$ cat config.mk
export PLATFORM = sky130hd
export DESIGN_NAME = sem_host
export DESIGN_NICKNAME = d
export VERILOG_FILES = /design/src/hdl/sem_pkg.sv /design/src/hdl/sem_cycle_if.sv /design/src/hdl/sem_host.sv /design/src/hdl/sem_pin_cycle.sv
export SDC_FILE = /design/constraint.sdc
export NUM_CORES = 1
export LEC_CHECK = 0
export BUFFER_PORTS_ARGS = -buffer_cell sky130_fd_sc_hd__buf_2
export CORE_ASPECT_RATIO = 1.4
export CORE_MARGIN = 2
export CORE_UTILIZATION = 39
export CTS_BUF_LIST = sky130_fd_sc_hd__clkbuf_8
export DETAILED_ROUTE_END_ITERATION = 7
export SLEW_MARGIN = 5
export SYNTH_ARGS = -nofsm -noshare
export SYNTH_HDL_FRONTEND = slang
export SYNTH_SLANG_ARGS = --single-unit
$ cat constraint.sdc
create_clock -name clk -period 3.8 [get_ports clk]
set_clock_uncertainty 0.05 [all_clocks]
set_input_delay 0.38 -clock clk [delete_from_list [all_inputs] [get_ports clk]]
set_output_delay 0.38 -clock clk [all_outputs]
set_load 0.02 [all_outputs]
$ cat src/hdl/sem_pkg.sv
package sem_pkg;

	localparam int CLK_MHZ = 125;
	localparam int FLAG_COUNT = 8;
	localparam int IDX_W = 3;
	localparam int DATA_W = 8;
	localparam int ADDR_W = 15;
	localparam int CNT_W = 4;
	localparam int TRY_W = 5;

	// pin timing towards the asynchronous part, in ns
	localparam int ADDR_SETUP_NS = 10;
	localparam int WRITE_PULSE_NS = 40;
	localparam int READ_ACCESS_NS = 60;
	localparam int DESELECT_NS = 20;

	localparam int ADDR_SETUP_CYC = ((ADDR_SETUP_NS * CLK_MHZ + 999) / 1000 < 1) ? 1 :
		(ADDR_SETUP_NS * CLK_MHZ + 999) / 1000;
	localparam int WRITE_PULSE_CYC = ((WRITE_PULSE_NS * CLK_MHZ + 999) / 1000 < 1) ? 1 :
		(WRITE_PULSE_NS * CLK_MHZ + 999) / 1000;
	localparam int READ_ACCESS_CYC = ((READ_ACCESS_NS * CLK_MHZ + 999) / 1000 < 1) ? 1 :
		(READ_ACCESS_NS * CLK_MHZ + 999) / 1000;
	localparam int DESELECT_CYC = ((DESELECT_NS * CLK_MHZ + 999) / 1000 < 1) ? 1 :
		(DESELECT_NS * CLK_MHZ + 999) / 1000;

	localparam logic [CNT_W-1:0] SETUP_LAST = CNT_W'(ADDR_SETUP_CYC - 1);
	localparam logic [CNT_W-1:0] WRITE_LAST = CNT_W'(WRITE_PULSE_CYC - 1);
	localparam logic [CNT_W-1:0] READ_LAST = CNT_W'(READ_ACCESS_CYC - 1);
	localparam logic [CNT_W-1:0] GAP_LAST = CNT_W'(DESELECT_CYC - 1);

	// reads made while polling before the pending request is withdrawn
	localparam logic [TRY_W-1:0] POLL_LIMIT = 5'h10;
	localparam logic [IDX_W-1:0] FLAG_LAST = 3'h7;
	localparam logic [FLAG_COUNT-1:0] HELD_RESET = 8'h00;

	typedef enum logic [1:0] {
		CMD_TEST = 2'h0,
		CMD_ACQUIRE = 2'h1,
		CMD_RELEASE = 2'h2,
		CMD_INIT = 2'h3
	} cmd_t;

endpackage

$ cat src/hdl/sem_cycle_if.sv
`timescale 1ns/1ps
interface sem_cycle_if;
	import sem_pkg::*;
	logic req;
	logic we;
	logic [IDX_W-1:0] idx;
	logic wbit;
	logic done;
	logic [DATA_W-1:0] rword;

	modport master (output req, output we, output idx, output wbit, input done, input rword);
	modport slave (input req, input we, input idx, input wbit, output done, output rword);
endinterface

$ cat src/hdl/sem_host.sv
// Contract
// - write zero requests, one releases
// - deselect between successive polling reads
// - write zero first, then read back
// - failed request: keep reading or withdraw
// - write one everywhere at power-up
// - hold array select high for flags
`timescale 1ns/1ps
module sem_host import sem_pkg::*; (
	input wire logic clk, // system clock
	input wire logic reset_n, // async reset, low active
	input wire logic cmd_valid, // command offered
	output logic cmd_ready, // command taken when high
	input wire cmd_t cmd_op, // operation
	input wire logic [IDX_W-1:0] cmd_idx, // flag number
	input wire logic cmd_poll, // acquire: poll before giving up
	output logic rsp_valid, // one-cycle completion pulse
	output logic rsp_granted, // acquire won
	output logic rsp_flag, // flag value last read, set to one by a release
	output logic rsp_mixed, // read bits disagreed
	output logic [FLAG_COUNT-1:0] held_mask, // tokens this side owns
	output logic array_select_n, // ram array select
	output logic flag_space_select_n, // semaphore space select
	output logic out_drive_enable_n, // part output enable
	output logic write_not_read, // low writes
	output logic [ADDR_W-1:0] addr, // address lines
	output logic [DATA_W-1:0] data_out, // data to pins
	output logic data_oe_n, // low while driving data
	input wire logic [DATA_W-1:0] data_in // data from pins
);

	typedef enum logic [5:0] {
		S_INIT = 6'b000001,
		S_IDLE = 6'b000010,
		S_WR = 6'b000100,
		S_RD = 6'b001000,
		S_WITHDRAW = 6'b010000,
		S_RESP = 6'b100000
	} host_state_t;

	host_state_t state_r;
	logic rst_meta_r;
	logic rst_sync_r;
	logic issued_r;
	cmd_t op_r;
	logic [IDX_W-1:0] idx_r;
	logic poll_r;
	logic [TRY_W-1:0] tries_r;
	logic from_cmd_r;
	logic granted_r;
	logic flag_r;
	logic mixed_r;
	logic rsp_valid_r;
	logic [FLAG_COUNT-1:0] held_r;
	logic read_zero;

	sem_cycle_if cyc ();

	function automatic logic bits_agree(input logic [DATA_W-1:0] w);
		bits_agree = (w == '0) || (w == '1);
	endfunction

	always_ff @(posedge clk or negedge reset_n) begin
		if (!reset_n) begin
			rst_meta_r <= 1'b0;
			rst_sync_r <= 1'b0;
		end else begin
			rst_meta_r <= 1'b1;
			rst_sync_r <= rst_meta_r;
		end
	end

	assign cmd_ready = (state_r == S_IDLE);
	assign rsp_valid = rsp_valid_r;
	assign rsp_granted = granted_r;
	assign rsp_flag = flag_r;
	assign rsp_mixed = mixed_r;
	assign held_mask = held_r;

	// a request goes to the pin sequencer once per access; S_INIT and a polling S_RD raise it again after each done
	assign cyc.req = (state_r == S_INIT || state_r == S_WR || state_r == S_RD ||
		state_r == S_WITHDRAW) && !issued_r;
	assign cyc.we = (state_r == S_INIT || state_r == S_WR || state_r == S_WITHDRAW);
	assign cyc.wbit = !(state_r == S_WR && op_r == CMD_ACQUIRE);
	assign cyc.idx = idx_r;
	assign read_zero = !cyc.rword[0];

	always_ff @(posedge clk or negedge rst_sync_r) begin
		if (!rst_sync_r) begin
			issued_r <= 1'b0;
		end else if (cyc.done) begin
			issued_r <= 1'b0;
		end else if (cyc.req) begin
			issued_r <= 1'b1;
		end
	end

	always_ff @(posedge clk or negedge rst_sync_r) begin
		if (!rst_sync_r) begin
			state_r <= S_INIT;
			op_r <= CMD_INIT;
			idx_r <= '0;
			poll_r <= 1'b0;
			tries_r <= '0;
			from_cmd_r <= 1'b0;
		end else begin
			case (state_r)
				S_INIT: begin
					// one per flag; the other side frees its own request latches
					if (cyc.done) begin
						if (idx_r == FLAG_LAST) begin
							state_r <= from_cmd_r ? S_RESP : S_IDLE;
						end else begin
							idx_r <= idx_r + 1'b1;
						end
					end
				end
				S_IDLE: begin
					if (cmd_valid) begin
						op_r <= cmd_op;
						idx_r <= cmd_idx;
						poll_r <= cmd_poll;
						tries_r <= '0;
						from_cmd_r <= 1'b1;
						case (cmd_op)
							CMD_TEST: state_r <= S_RD;
							CMD_INIT: begin
								idx_r <= '0;
								state_r <= S_INIT;
							end
							default: state_r <= S_WR;
						endcase
					end
				end
				S_WR: begin
					if (cyc.done) begin
						state_r <= (op_r == CMD_ACQUIRE) ? S_RD : S_RESP;
					end
				end
				S_RD: begin
					if (cyc.done) begin
						tries_r <= tries_r + 1'b1;
						if (op_r != CMD_ACQUIRE || read_zero) begin
							state_r <= S_RESP;
						end else if (poll_r && tries_r != POLL_LIMIT - 1'b1) begin
							state_r <= S_RD;
						end else begin
							state_r <= S_WITHDRAW;
						end
					end
				end
				S_WITHDRAW: begin
					// a stale request latch would hand us a token nobody uses
					if (cyc.done) begin
						state_r <= S_RESP;
					end
				end
				S_RESP: state_r <= S_IDLE;
				default: state_r <= S_IDLE;
			endcase
		end
	end

	always_ff @(posedge clk or negedge rst_sync_r) begin
		if (!rst_sync_r) begin
			held_r <= HELD_RESET;
		end else if (state_r == S_INIT && cyc.done) begin
			held_r[idx_r] <= 1'b0;
		end else if (state_r == S_RD && cyc.done && op_r == CMD_ACQUIRE && read_zero) begin
			held_r[idx_r] <= 1'b1;
		end else if (state_r == S_WR && cyc.done && op_r == CMD_RELEASE) begin
			held_r[idx_r] <= 1'b0;
		end
	end

	always_ff @(posedge clk or negedge rst_sync_r) begin
		if (!rst_sync_r) begin
			granted_r <= 1'b0;
			flag_r <= 1'b1;
			mixed_r <= 1'b0;
		end else if (state_r == S_IDLE && cmd_valid) begin
			granted_r <= 1'b0;
			mixed_r <= 1'b0;
		end else if (state_r == S_RD && cyc.done) begin
			// value was latched when output enable fell, so a write from the far side cannot tear it
			flag_r <= cyc.rword[0];
			mixed_r <= !bits_agree(cyc.rword);
			granted_r <= (op_r == CMD_ACQUIRE) && read_zero;
		end else if (state_r == S_WR && cyc.done && op_r == CMD_RELEASE) begin
			flag_r <= 1'b1;
		end
	end

	always_ff @(posedge clk or negedge rst_sync_r) begin
		if (!rst_sync_r) begin
			rsp_valid_r <= 1'b0;
		end else begin
			rsp_valid_r <= (state_r == S_RESP);
		end
	end

	sem_pin_cycle pins (
		.clk(clk),
		.rst_n(rst_sync_r),
		.cyc(cyc),
		.array_select_n(array_select_n),
		.flag_space_select_n(flag_space_select_n),
		.out_drive_enable_n(out_drive_enable_n),
		.write_not_read(write_not_read),
		.addr(addr),
		.data_out(data_out),
		.data_oe_n(data_oe_n),
		.data_in(data_in)
	);

endmodule

$ cat src/hdl/sem_pin_cycle.sv
`timescale 1ns/1ps
module sem_pin_cycle import sem_pkg::*; (
	input wire logic clk, // system clock
	input wire logic rst_n, // synchronised reset
	sem_cycle_if.slave cyc, // one access per request
	output logic array_select_n, // ram array select
	output logic flag_space_select_n, // semaphore space select
	output logic out_drive_enable_n, // part output enable
	output logic write_not_read, // low writes
	output logic [ADDR_W-1:0] addr, // address lines
	output logic [DATA_W-1:0] data_out, // data to pins
	output logic data_oe_n, // low while driving data
	input wire logic [DATA_W-1:0] data_in // data from pins
);

	typedef enum logic [3:0] {
		P_IDLE = 4'b0001,
		P_SETUP = 4'b0010,
		P_PULSE = 4'b0100,
		P_GAP = 4'b1000
	} pin_state_t;

	pin_state_t state_r;
	logic [CNT_W-1:0] cnt_r;
	logic we_r;
	logic [DATA_W-1:0] rword_r;

	assign cyc.done = (state_r == P_GAP) && (cnt_r == '0);
	assign cyc.rword = rword_r;
	assign array_select_n = 1'b1;

	always_ff @(posedge clk or negedge rst_n) begin
		if (!rst_n) begin
			state_r <= P_IDLE;
			cnt_r <= '0;
			we_r <= 1'b0;
		end else begin
			case (state_r)
				P_IDLE: begin
					if (cyc.req) begin
						we_r <= cyc.we;
						cnt_r <= SETUP_LAST;
						state_r <= P_SETUP;
					end
				end
				P_SETUP: begin
					if (cnt_r == '0) begin
						cnt_r <= we_r ? WRITE_LAST : READ_LAST;
						state_r <= P_PULSE;
					end else begin
						cnt_r <= cnt_r - 1'b1;
					end
				end
				P_PULSE: begin
					if (cnt_r == '0) begin
						cnt_r <= GAP_LAST;
						state_r <= P_GAP;
					end else begin
						cnt_r <= cnt_r - 1'b1;
					end
				end
				P_GAP: begin
					if (cnt_r == '0) begin
						state_r <= P_IDLE;
					end else begin
						cnt_r <= cnt_r - 1'b1;
					end
				end
				default: state_r <= P_IDLE;
			endcase
		end
	end

	always_ff @(posedge clk or negedge rst_n) begin
		if (!rst_n) begin
			flag_space_select_n <= 1'b1;
			out_drive_enable_n <= 1'b1;
			write_not_read <= 1'b1;
			addr <= '0;
			data_out <= '0;
			data_oe_n <= 1'b1;
		end else begin
			if (state_r == P_IDLE && cyc.req) begin
				flag_space_select_n <= 1'b0;
				addr <= {{(ADDR_W-IDX_W){1'b0}}, cyc.idx};
				data_out <= {DATA_W{cyc.wbit}};
				data_oe_n <= !cyc.we;
			end
			if (state_r == P_SETUP && cnt_r == '0) begin
				write_not_read <= !we_r;
				out_drive_enable_n <= we_r;
			end
			// deselect every access so the part re-latches its flag on the next read
			if (state_r == P_PULSE && cnt_r == '0) begin
				flag_space_select_n <= 1'b1;
				out_drive_enable_n <= 1'b1;
				write_not_read <= 1'b1;
			end
			// data held past the write edge for hold time
			if (cyc.done) begin
				data_oe_n <= 1'b1;
			end
		end
	end

	always_ff @(posedge clk or negedge rst_n) begin
		if (!rst_n) begin
			rword_r <= '0;
		end else if (state_r == P_PULSE && cnt_r == '0 && !we_r) begin
			rword_r <= data_in;
		end
	end

endmodule

==> results of run 1 <==
## worst paths after layout
path	endpoint	slack [ns]	cells after the start	start
worst min-delay path	poll_r	0.20	3	cmd_poll
worst max-delay path	flop	1.00	7	pins.cnt_r[0]
max in group asynchronous	state_r[0]	2.64	1	rst_sync_r
worst min register to register	pins.cyc.rword[5]	0.21	0	rst_sync_r
min in group asynchronous	pins.cyc.rword[5]	0.21	0	rst_sync_r
worst max register to register	flop	1.00	7	pins.cnt_r[0]
## layout by cell type, fill, tap and decap left out, drive strengths merged, types with 5 or more instances in the layout
cell / instances
nand2b: 5
dfrtp: 49
conb: 14
nand3: 8
mux2: 13
buf: 46
a21oi: 17
o21ai: 26
nand2: 22
nor2b: 5
o31ai: 13
clkbuf: 9
nor2: 20
inv: 16
ha: 7
nor3: 7
dfstp: 9
nor4b: 7
nor4: 5
## kinds of logic (layout without fill, tap and decap cells)
family | Yosys count | after routing | share of synthesized area
AO/OA/AOI/OAI | 84 | 84 | 0.1668
XOR/XNOR | 5 | 5 | 0.01364
adder cells (fa/ha/maj) | 7 | 7 | 0.02728
buffers and inverters | 49 | 76 | 0.09236
flip-flops | 58 | 58 | 0.4556
multiplexers | 13 | 13 | 0.04794
other | 2 | 14 | 0.002339
AND/OR/NAND/NOR | 102 | 102 | 0.1941
## cell type report
| class | count | area [µm²] |
|---|---|---|
| Multi-Input combinational cell | 225 | 1496 |
| Inverter | 13 | 48.80 |
| Clock buffer | 9 | 123.9 |
| Tap cell | 102 | 127.6 |
| Timing Repair Buffer | 47 | 245.2 |
| Fill cell | 819 | 4563 |
| Clock inverter | 7 | 31.28 |
| Sequential cell | 58 | 1464 |
## what timing repair did
item	in CTS	in global routing
hold endpoints to repair	2	0
hold buffers	1	0
buffers inserted	0	0
## layer usage
metal  wire length [µm]  global-route usage  vias to the layer above
li1                   -                   -                     1200
met3                256             0.05105                        9
met1               3026              0.2091                     1173
met2               3651              0.2733                       44
met4                106             0.08362                        0
met5                  0                   0                        -
## power breakdown
part | internal [mW] | switching (mW)
combinational | 0.286 | 0.482
clock | 0.224 | 0.236
sequential | 0.743 | 0.155
## metrics by stage
| step | setup WS [ns] | util | instance area [µm²] | hold slack (ns) | std cells |
|---|---|---|---|---|---|
| after floorplan | 1.533 | - | 3256 | 0.03441 | 332 |
| after global placement | 1.128 | 0.4163 | 3372 | 0.1166 | 444 |
| after detailed placement | 0.9706 | 0.4163 | 3372 | 0.1193 | 444 |
| after CTS | 0.9543 | 0.4367 | 3537 | 0.1841 | 461 |
| after global routing | 0.6951 | 0.4367 | 3537 | 0.1879 | 461 |
| final | 1.000 | 0.4367 | 3537 | 0.2003 | 461 |
## worst max-delay path, delay by kind of cell, from the launching register on
family                     cells  cell delay, ns
buffers and inverters          1            0.07
DFF                            1            0.41
adders and majority gates      1            0.18
and+or+nand+nor                4            1.77
AOI/OAI and AO/OA              1            0.22
==> results.tsv, run 1 <==
stage	metric	value	unit
sta	clock.fmax	0.3572	GHz
pwr	finalPower	2.127	mW
worst_setup_path	slowest_delay	0.58	ns
sta	finalHoldViolCount	0	
worst_setup_path	crit_type	flop to flop	
yosys	synthTopCellsByCount	49 x dfrtp_1, 25 x o21ai_0, 22 x nand2_1	
sta	finalSetupViolCount	0	
placement	port_buffers	44	
global_routing	grt-ovfl-total	0	
hold_path	hold_path.class	primary input to flop	
yosys	netlist_instances	320	
yosys	ys_types	63	
global_routing	grt_start_max_net_pins	32	
clock_network	clock_sinks	58	
worst_setup_path	startpoint_type	flop	
yosys	yosys_warnings	0	
yosys	yosys-top-cells-area	dfrtp_1 38%, dfstp_2 7.4%, buf_4 4.9%	
floorplan	die_h	111.4	µm
run_status	status	finished clean	
routing	wire_per_inst	15.27	µm
worst_setup_path	critPathCaptureType	flop	
worst_setup_path	crit_required	3.99	ns
placement	gp_congestion	0.8047	
sta	fin_crit_sh	0.7368	
floorplan	rows	39	
clock_network	numCtsBuffers	9	
routing	vias_per_cell	5.262	
yosys	ys.flop_type	dfrtp_1	
worst_setup_path	critPathMaxFanout	11	
yosys	synth_top_area_frac	0.3819	
clock_network	htreeDepth	3	
sta	max_slew_margin	0.5148	
yosys	ys_seq_elements	58	
yosys	yosysTopAreaCell	dfrtp_1	
global_routing	grt_pass1_wl	11570	µm
final_layout	antenna_cells	0	
sta	period_needed	2.800	ns
yosys	synth_edf_count	0	
floorplan	start_util	0.3964	
floorplan	die_area	8984	µm²
final_layout	drive_gt1_frac	0.2674	
clock_network	post_cts_resized	0	
sta	fin_setup_tns	0	ns
pwr	cellLeakagePower	1.636	nW
floorplan	core_area	8100	µm²
routing	routed_wl	7040	µm
worst_setup_path	path_cells	inv_1 > ha_1 > nor3b_2 > nand4_1 > or3_1 > or2_1 > o31ai_1	
worst_setup_path	critPathArrivalTime	2.99	ns
clock_network	tritoncts	done	
clock_network	cts-root-buf	clkbuf_8	
routing	drcViolationCount	0	
sta	rsz0062_at_grt	false	
yosys	ys_async_sr_fraction	1.000	
routing	drtPass1Iterations	4	
pwr	power_density	601.4	nW/µm²
pwr	ir_worst_vdd	0.2924	mV
global_routing	grt_use_total	0.1713	
floorplan	pin_count	58	
worst_setup_path	critPathSlowestCell	or3_1	
sta	worst_pin_slew	0.7177	ns
placement	dpl.hpwl	5273	µm
final_layout	nets	378	
yosys	synth_area	3211	µm²
final_layout	synthToLayoutAreaGrowth	10.17	%
clock_network	path_clk_slew	0.07	ns
yosys	synth_area_per_cell	10.03	µm²
sta	drv_slew	0	
routing	postRouteAntennaNets	0	
floorplan	die_x	80.68	µm
yosys	synth_seq_area_share	0.4556	
yosys	synth_most_common_cell	dfrtp_1	
global_routing	grt_pass1_vias	2342	
clock_network	clk_path_buf_depth	2	
routing	dr.first_iter.drc_count	193	
job	max-cap-violations	0	
clock_network	worstSkewPairLatency	0.34	ns
routing	vias	2426	
global_routing	antenna_found_initial	0	
No activity file was read; power rests on OpenSTA's default activity.
==> inputs of run 2 (changes only) <==
- clock period: 3.8 -> 2.9 ns (I/O delays scaled with it)
==> run 2 against run 1 <==
Clock power increased by 97%. Clock-buffer cell count grew 4. Final area up 4.3%. Sequential power rose by 31%. Non-clock buffer count increased by 8. Routed wire length down 0.24%. Largest cell class unchanged. Largest power group unchanged.
==> results.tsv, run 2 (synthesis results as in run 1) <==
stage	metric	value	unit
run_status	status	finished clean	
clock_network	htreeDepth	3	
pwr	power_density	842.6	nW/µm²
placement	port_buffers	44	
routing	dr.first_iter.drc_count	98	
sta	drv_slew	0	
sta	max_slew_margin	0.2777	
placement	gp_congestion	0.8800	
worst_setup_path	critPathMaxFanout	14	
global_routing	grt_use_total	0.1724	
global_routing	grt_pass1_vias	2479	
clock_network	path_clk_slew	0.06	ns
routing	drtPass1Iterations	5	
clock_network	post_cts_resized	0	
floorplan	start_util	0.3964	
floorplan	pin_count	58	
global_routing	grt-ovfl-total	0	
sta	rsz0062_at_grt	false	
final_layout	drive_gt1_frac	0.2916	
pwr	ir_worst_vdd	0.4182	mV
clock_network	worstSkewPairLatency	0.34	ns
pwr	switching_share	0.3718	
routing	vias_per_cell	5.305	
clock_network	post_cts.repair.setup_buffers	0	
global_routing	grt_start_max_net_pins	50	
final_layout	antenna_cells	0	
pwr	p_clk_frac	0.291	
routing	postRouteAntennaNets	0	
sta	fin_setup_tns	0	ns
clock_network	tritoncts	done	
clock_network	cts-root-buf	clkbuf_8	
final_layout	mostFrequentLayoutCell	dfrtp_1	
final_layout	mostFrequentLayoutCells	48 x dfrtp_1, 44 x buf_2, 25 x o21ai_0	
routing	wire_per_inst	14.97	µm
pwr	p_int	1.953	mW
pwr	p_switching	1.156	mW
routing	drcViolationCount	0	
clock_network	clk_path_buf_depth	2	
placement	place_ws	0.6000	ns
final_layout	synthToLayoutAreaGrowth	14.93	%
worst_setup_path	crit_type	flop to primary output	
worst_setup_path	crit_required	2.56	ns
pwr	p_comb_frac	0.329	
floorplan	die_area	8984	µm²
worst_setup_path	critPathCaptureType	primary output	
sta	setup_ws	0.4628	ns
placement	dpl.hpwl	5118	µm
worst_setup_path	critPathArrivalTime	2.10	ns
floorplan	die_x	80.68	µm
floorplan	rows	39	
routing	routed_wl	7023	µm
floorplan	core_area	8100	µm²
floorplan	die_h	111.4	µm
clock_network	numCtsBuffers	9	
pwr	cellLeakagePower	1.706	nW
final_layout	nets	386	
job	max-cap-violations	0	
pwr	p_seq_frac	0.381	
clock_network	clock_sinks	58	
global_routing	antenna_found_initial	0	
sta	worst_pin_slew	1.083	ns
sta	clock.fmax	0.4103	GHz
sta	finalSetupViolCount	0	
worst_setup_path	startpoint_type	flop	
sta	fin_crit_sh	0.8404	
routing	vias	2488	
hold_path	hold_path.class	primary input to flop	
sta	period_needed	2.437	ns
global_routing	grt_pass1_wl	12030	µm
sta	finalHoldViolCount	0	
==> run 2: cell count changes in the layout (fill, tap and decap cells not counted), sizes merged <==
cell,delta
buf,+8
bufinv,+2
clkbuf,+4
clkinv,-3
inv,-3
==> run 2: cell type report <==
| type | count | area (µm²) |
|---|---|---|
| inverters | 13 | 48.80 |
| repair buffers | 55 | 305.3 |
| fillers | 801 | 4410 |
| multi-input cells | 225 | 1496 |
| flip-flops and latches | 58 | 1464 |
| clock buffers | 13 | 178.9 |
| well taps | 102 | 127.6 |
| clock inverters | 3 | 68.82 |
==> run 2: through the flow <==
step	utilization	hold WS (ns)	instances	instance area [µm²]	power, mW
4_1_cts	0.4555	0.08332	469	3690	3.141
5_1_grt	0.4555	0.1069	469	3690	3.309
3_3_place_gp	0.4237	0.02823	452	3432	2.212
6_report	0.4555	0.1033	469	3690	3.109
3_5_place_dp	0.4237	0.03190	452	3432	2.221
2_1_floorplan	-	-0.05559	332	3256	1.991
==> run 2: worst paths after layout <==
path,start,cells after the start,slack (ns),endpoint
setup reg to reg,pins.state_r[1],5,0.56,state_r[4]
min in group asynchronous,reset_n,2,0.22,rst_meta_r
setup / recovery,state_r[4],4,0.46,cmd_ready
max in group asynchronous,rst_sync_r,1,1.65,async pin
hold reg to reg,rst_meta_r,0,0.30,rst_sync_r
hold / removal,cmd_poll,3,0.10,poll_r
==> run 2: worst max-delay path, cell delays in order, from the launching register on <==
cell and delay, ns:
dfrtp_1 0.54, nor4_2 0.52, nand2_1 0.31, inv_1 0.20, buf_2 0.19
==> run 2: layer usage <==
layer,global-route usage,vias to the layer above,share of wire
met3,0.04133,12,0.048
met2,0.2767,62,0.50
met5,0,-,0
li1,-,1209,-
met1,0.2095,1205,0.43
met4,0.09718,0,0.022
==> run 2: repair_timing <==
| item | 4_1_cts | 5_1_grt |
|---|---|---|
| setup endpoints to repair | 0 | 0 |
| hold buffers | 1 | 0 |
| hold endpoints to repair | 2 | 0 |
==> run 2: power groups by stage <==
stage / combinational [mW] / sequential [mW] / clock [mW]
6_report: 1.02 / 1.18 / 0.904
3_3_place_gp: 1.02 / 1.20 / 0
2_1_floorplan: 0.842 / 1.15 / 0
4_1_cts: 1.03 / 1.19 / 0.928
5_1_grt: 1.13 / 1.22 / 0.956
3_5_place_dp: 1.02 / 1.20 / 0
==> inputs of run 3 (changes only) <==
- ABC_AREA: default -> 1
- clock period: 2.9 -> 2.4 ns (I/O delays scaled with it)
==> run 3 against run 2 <==
Non-clock buffer count is 9 lower. Setup slack worse by 0.060 ns. Power is 0.50% higher. Via count is 3.3% higher. Largest power group unchanged. Routed wire length is 4.1% lower. Synthesized cell count is 22% higher.
==> results.tsv, run 3 <==
stage	metric	value	unit
run_status	status	finished clean	
sta	period_needed	1.997	ns
worst_setup_path	startpoint_type	flop	
worst_setup_path	cp_top_family	simple AND/OR/NAND/NOR gates	
yosys	synth_most_common_cell	nand2_1	
pwr	cellLeakagePower	1.948	nW
worst_setup_path	path_buf_inv	1	
worst_setup_path	critPathMaxFanout	8	
pwr	p_switching	1.072	mW
final_layout	mostFrequentLayoutCells	113 x nand2_1, 48 x dfrtp_1, 44 x buf_2	
placement	gp_congestion	0.9048	
sta	finalSetupViolCount	0	
yosys	synth_edf_count	0	
floorplan	die_x	80.28	µm
yosys	ys_seq_elements	58	
routing	postRouteAntennaNets	0	
global_routing	antenna_found_initial	0	
global_routing	grt_pass1_vias	2567	
clock_network	tritoncts	done	
worst_setup_path	path_cells	inv_1 > ha_1 > nand2_1 > nor2_2 > nand2_2 > nor2_4 > nand3_2 > nand2_2 > nand2_1 > nand2_1 > nand2_1	
sta	setup_ws	0.4031	ns
sta	clock.fmax	0.5008	GHz
yosys	yosys-top-cells-area	dfrtp_1 39%, nand2_1 13%, dfstp_2 7.4%	
clock_network	clk_path_buf_depth	2	
sta	rsz0062_at_grt	false	
sta	worst_pin_slew	0.5070	ns
placement	place_ws	0.4167	ns
final_layout	drive_gt1_frac	0.2438	
sta	fin_crit_sh	0.8320	
yosys	synthTopCellsByCount	113 x nand2_1, 49 x dfrtp_1, 38 x inv_1	
final_layout	antenna_cells	0	
routing	drtPass1Iterations	4	
pwr	p_int	2.053	mW
sta	max_slew_margin	0.6620	
placement	port_buffers	44	
worst_setup_path	crit_type	flop to flop	
pwr	switching_share	0.3430	
routing	routed_wl	6738	µm
yosys	yosysTopAreaCell	dfrtp_1	
floorplan	start_util	0.4049	
routing	wire_per_inst	12.41	µm
global_routing	grt_pass1_wl	11650	µm
routing	drcViolationCount	0	
final_layout	instances_no_fill	543	
routing	dr.first_iter.drc_count	111	
routing	vias_per_cell	4.731	
routing	vias	2569	
worst_setup_path	crit_required	2.59	ns
yosys	synth_area_per_cell	8.146	µm²
clock_network	post_cts_resized	0	
final_layout	nets	462	
placement	place_inst	526	
sta	finalHoldViolCount	0	
clock_network	postCtsHoldBufs	1	
clock_network	path_clk_slew	0.07	ns
placement	dpl.hpwl	5141	µm
hold_path	hold_path.class	primary input to flop	
global_routing	grt_start_max_net_pins	36	
job	max-cap-violations	0	
worst_setup_path	rr_startpoint	pins.cnt_r[0]	
pwr	p_seq_frac	0.380	
floorplan	die_area	8894	µm²
clock_network	post_cts.repair.setup_buffers	0	
yosys	ys_async_sr_fraction	1.000	
final_layout	final_util	0.4692	
clock_network	cts-root-buf	clkbuf_8	
clock_network	clock_sinks	58	
worst_setup_path	crit_top_cell	nand2_1	
clock_network	worstSkewPairLatency	0.34	ns
sta	drv_slew	0	
yosys	netlist_instances	390	
final_layout	mostFrequentLayoutCell	nand2_1	
yosys	ys.flop_type	dfrtp_1	
worst_setup_path	crit_path_start	pins.cnt_r[0]	
yosys	ys_types	36	
pwr	power_density	848.8	nW/µm²
yosys	synth_top_area_frac	0.3860	
clock_network	htreeDepth	3	
floorplan	rows	38	
pwr	p_clk_frac	0.354	
floorplan	die_h	110.8	µm
yosys	synth_seq_area_share	0.4604	
pwr	p_comb_frac	0.266	
yosys	synth_area	3177	µm²
yosys	yosys_warnings	0	
global_routing	grt_use_total	0.1694	
sta	fin_setup_tns	0	ns
floorplan	pin_count	58	
floorplan	core_area	7845	µm²
pwr	ir_worst_vdd	0.5297	mV
hold_path	holdCritStartpoint	cmd_poll	
clock_network	numCtsBuffers	9	
worst_setup_path	critPathCaptureType	flop	
worst_setup_path	critPathArrivalTime	2.18	ns
global_routing	grt-ovfl-total	0	
worst_setup_path	slowest_delay	0.39	ns
worst_setup_path	critPathSlowestCell	dfrtp_1	
final_layout	synthToLayoutAreaGrowth	15.87	%
## run 3: changes by cell type in the layout (fill, tap and decap cells not counted), moves of 8 or more
cell     before  now
inv_2         0    8
nand3_1       7   24
o21ai_0      25   16
nand2_1      22  113
nor2_1       19   31
o31ai_1      13    2
buf_4        10    0
inv_1        13   40
a21oi_1      16    8
## run 3: final timing paths
check                               endpoint  slack (ns)  cells after the start
setup / recovery                        flop        0.40                     11
max in group asynchronous            op_r[1]        1.48                      1
hold / removal                        poll_r        0.05                      3
setup reg to reg                        flop        0.40                     11
hold reg to reg            pins.cyc.rword[5]        0.19                      0
min in group asynchronous         rst_sync_r        0.16                      2
## run 3: routing by layer
layer  up-vias  GRT usage  wire [µm]  part of all wire
met4         0    0.06780        184             0.027
met1      1185     0.1899       2771              0.41
met2        56     0.2911       3468              0.51
met3        15    0.05456        313             0.046
li1       1313          -          -                 -
met5         -          0          0                 0
## run 3: stage by stage
stage,instance area [µm²],power [mW],hold slack (ns)
finish,3681,3.125,0.05440
global placement,3427,2.026,-0.02283
CTS,3681,3.162,0.04368
floorplan,3222,1.840,-0.1056
global route,3681,3.347,0.04949
detailed placement,3427,2.034,-0.02414
## run 3: kinds of logic (layout without fill, tap and decap cells)
| logic type | count (synthesis) | after routing | share of synthesized area |
|---|---|---|---|
| AO/OA/AOI/OAI | 39 | 39 | 0.06971 |
| XOR/XNOR | 2 | 2 | 0.005515 |
| adder cells (fa/ha/maj) | 7 | 7 | 0.02757 |
| buffers and inverters | 67 | 108 | 0.1052 |
| flip-flops | 58 | 58 | 0.4604 |
| multiplexers | 7 | 7 | 0.02481 |
| other | 2 | 14 | 0.002364 |
| AND/OR/NAND/NOR | 208 | 208 | 0.3045 |
## run 3: area by class of cell
| class | instances | area, µm² |
|---|---|---|
| clock buffer | 10 | 137.6 |
| clock inverter | 6 | 106.4 |
| fill | 776 | 4164 |
| inverter | 46 | 172.7 |
| multi-input combinational | 277 | 1425 |
| sequential | 58 | 1464 |
| tap | 100 | 125.1 |
| timing repair buffer | 46 | 250.2 |
## run 3: worst register-to-register path, delay by kind of cell (launching register included)
| family | cells | cell delay (ns) |
|---|---|---|
| DFF | 1 | 0.39 |
| and+or+nand+nor | 9 | 1.11 |
| buffers and inverters | 1 | 0.11 |
| adders and majority gates | 1 | 0.22 |
## run 3: power groups by stage
stage	registers [mW]	clock network (mW)	logic, mW
2_1_floorplan	1.20	0	0.642
4_1_cts	1.19	1.14	0.835
5_1_grt	1.20	1.19	0.954
6_report	1.19	1.11	0.830
3_3_place_gp	1.20	0	0.822
3_5_place_dp	1.21	0	0.828
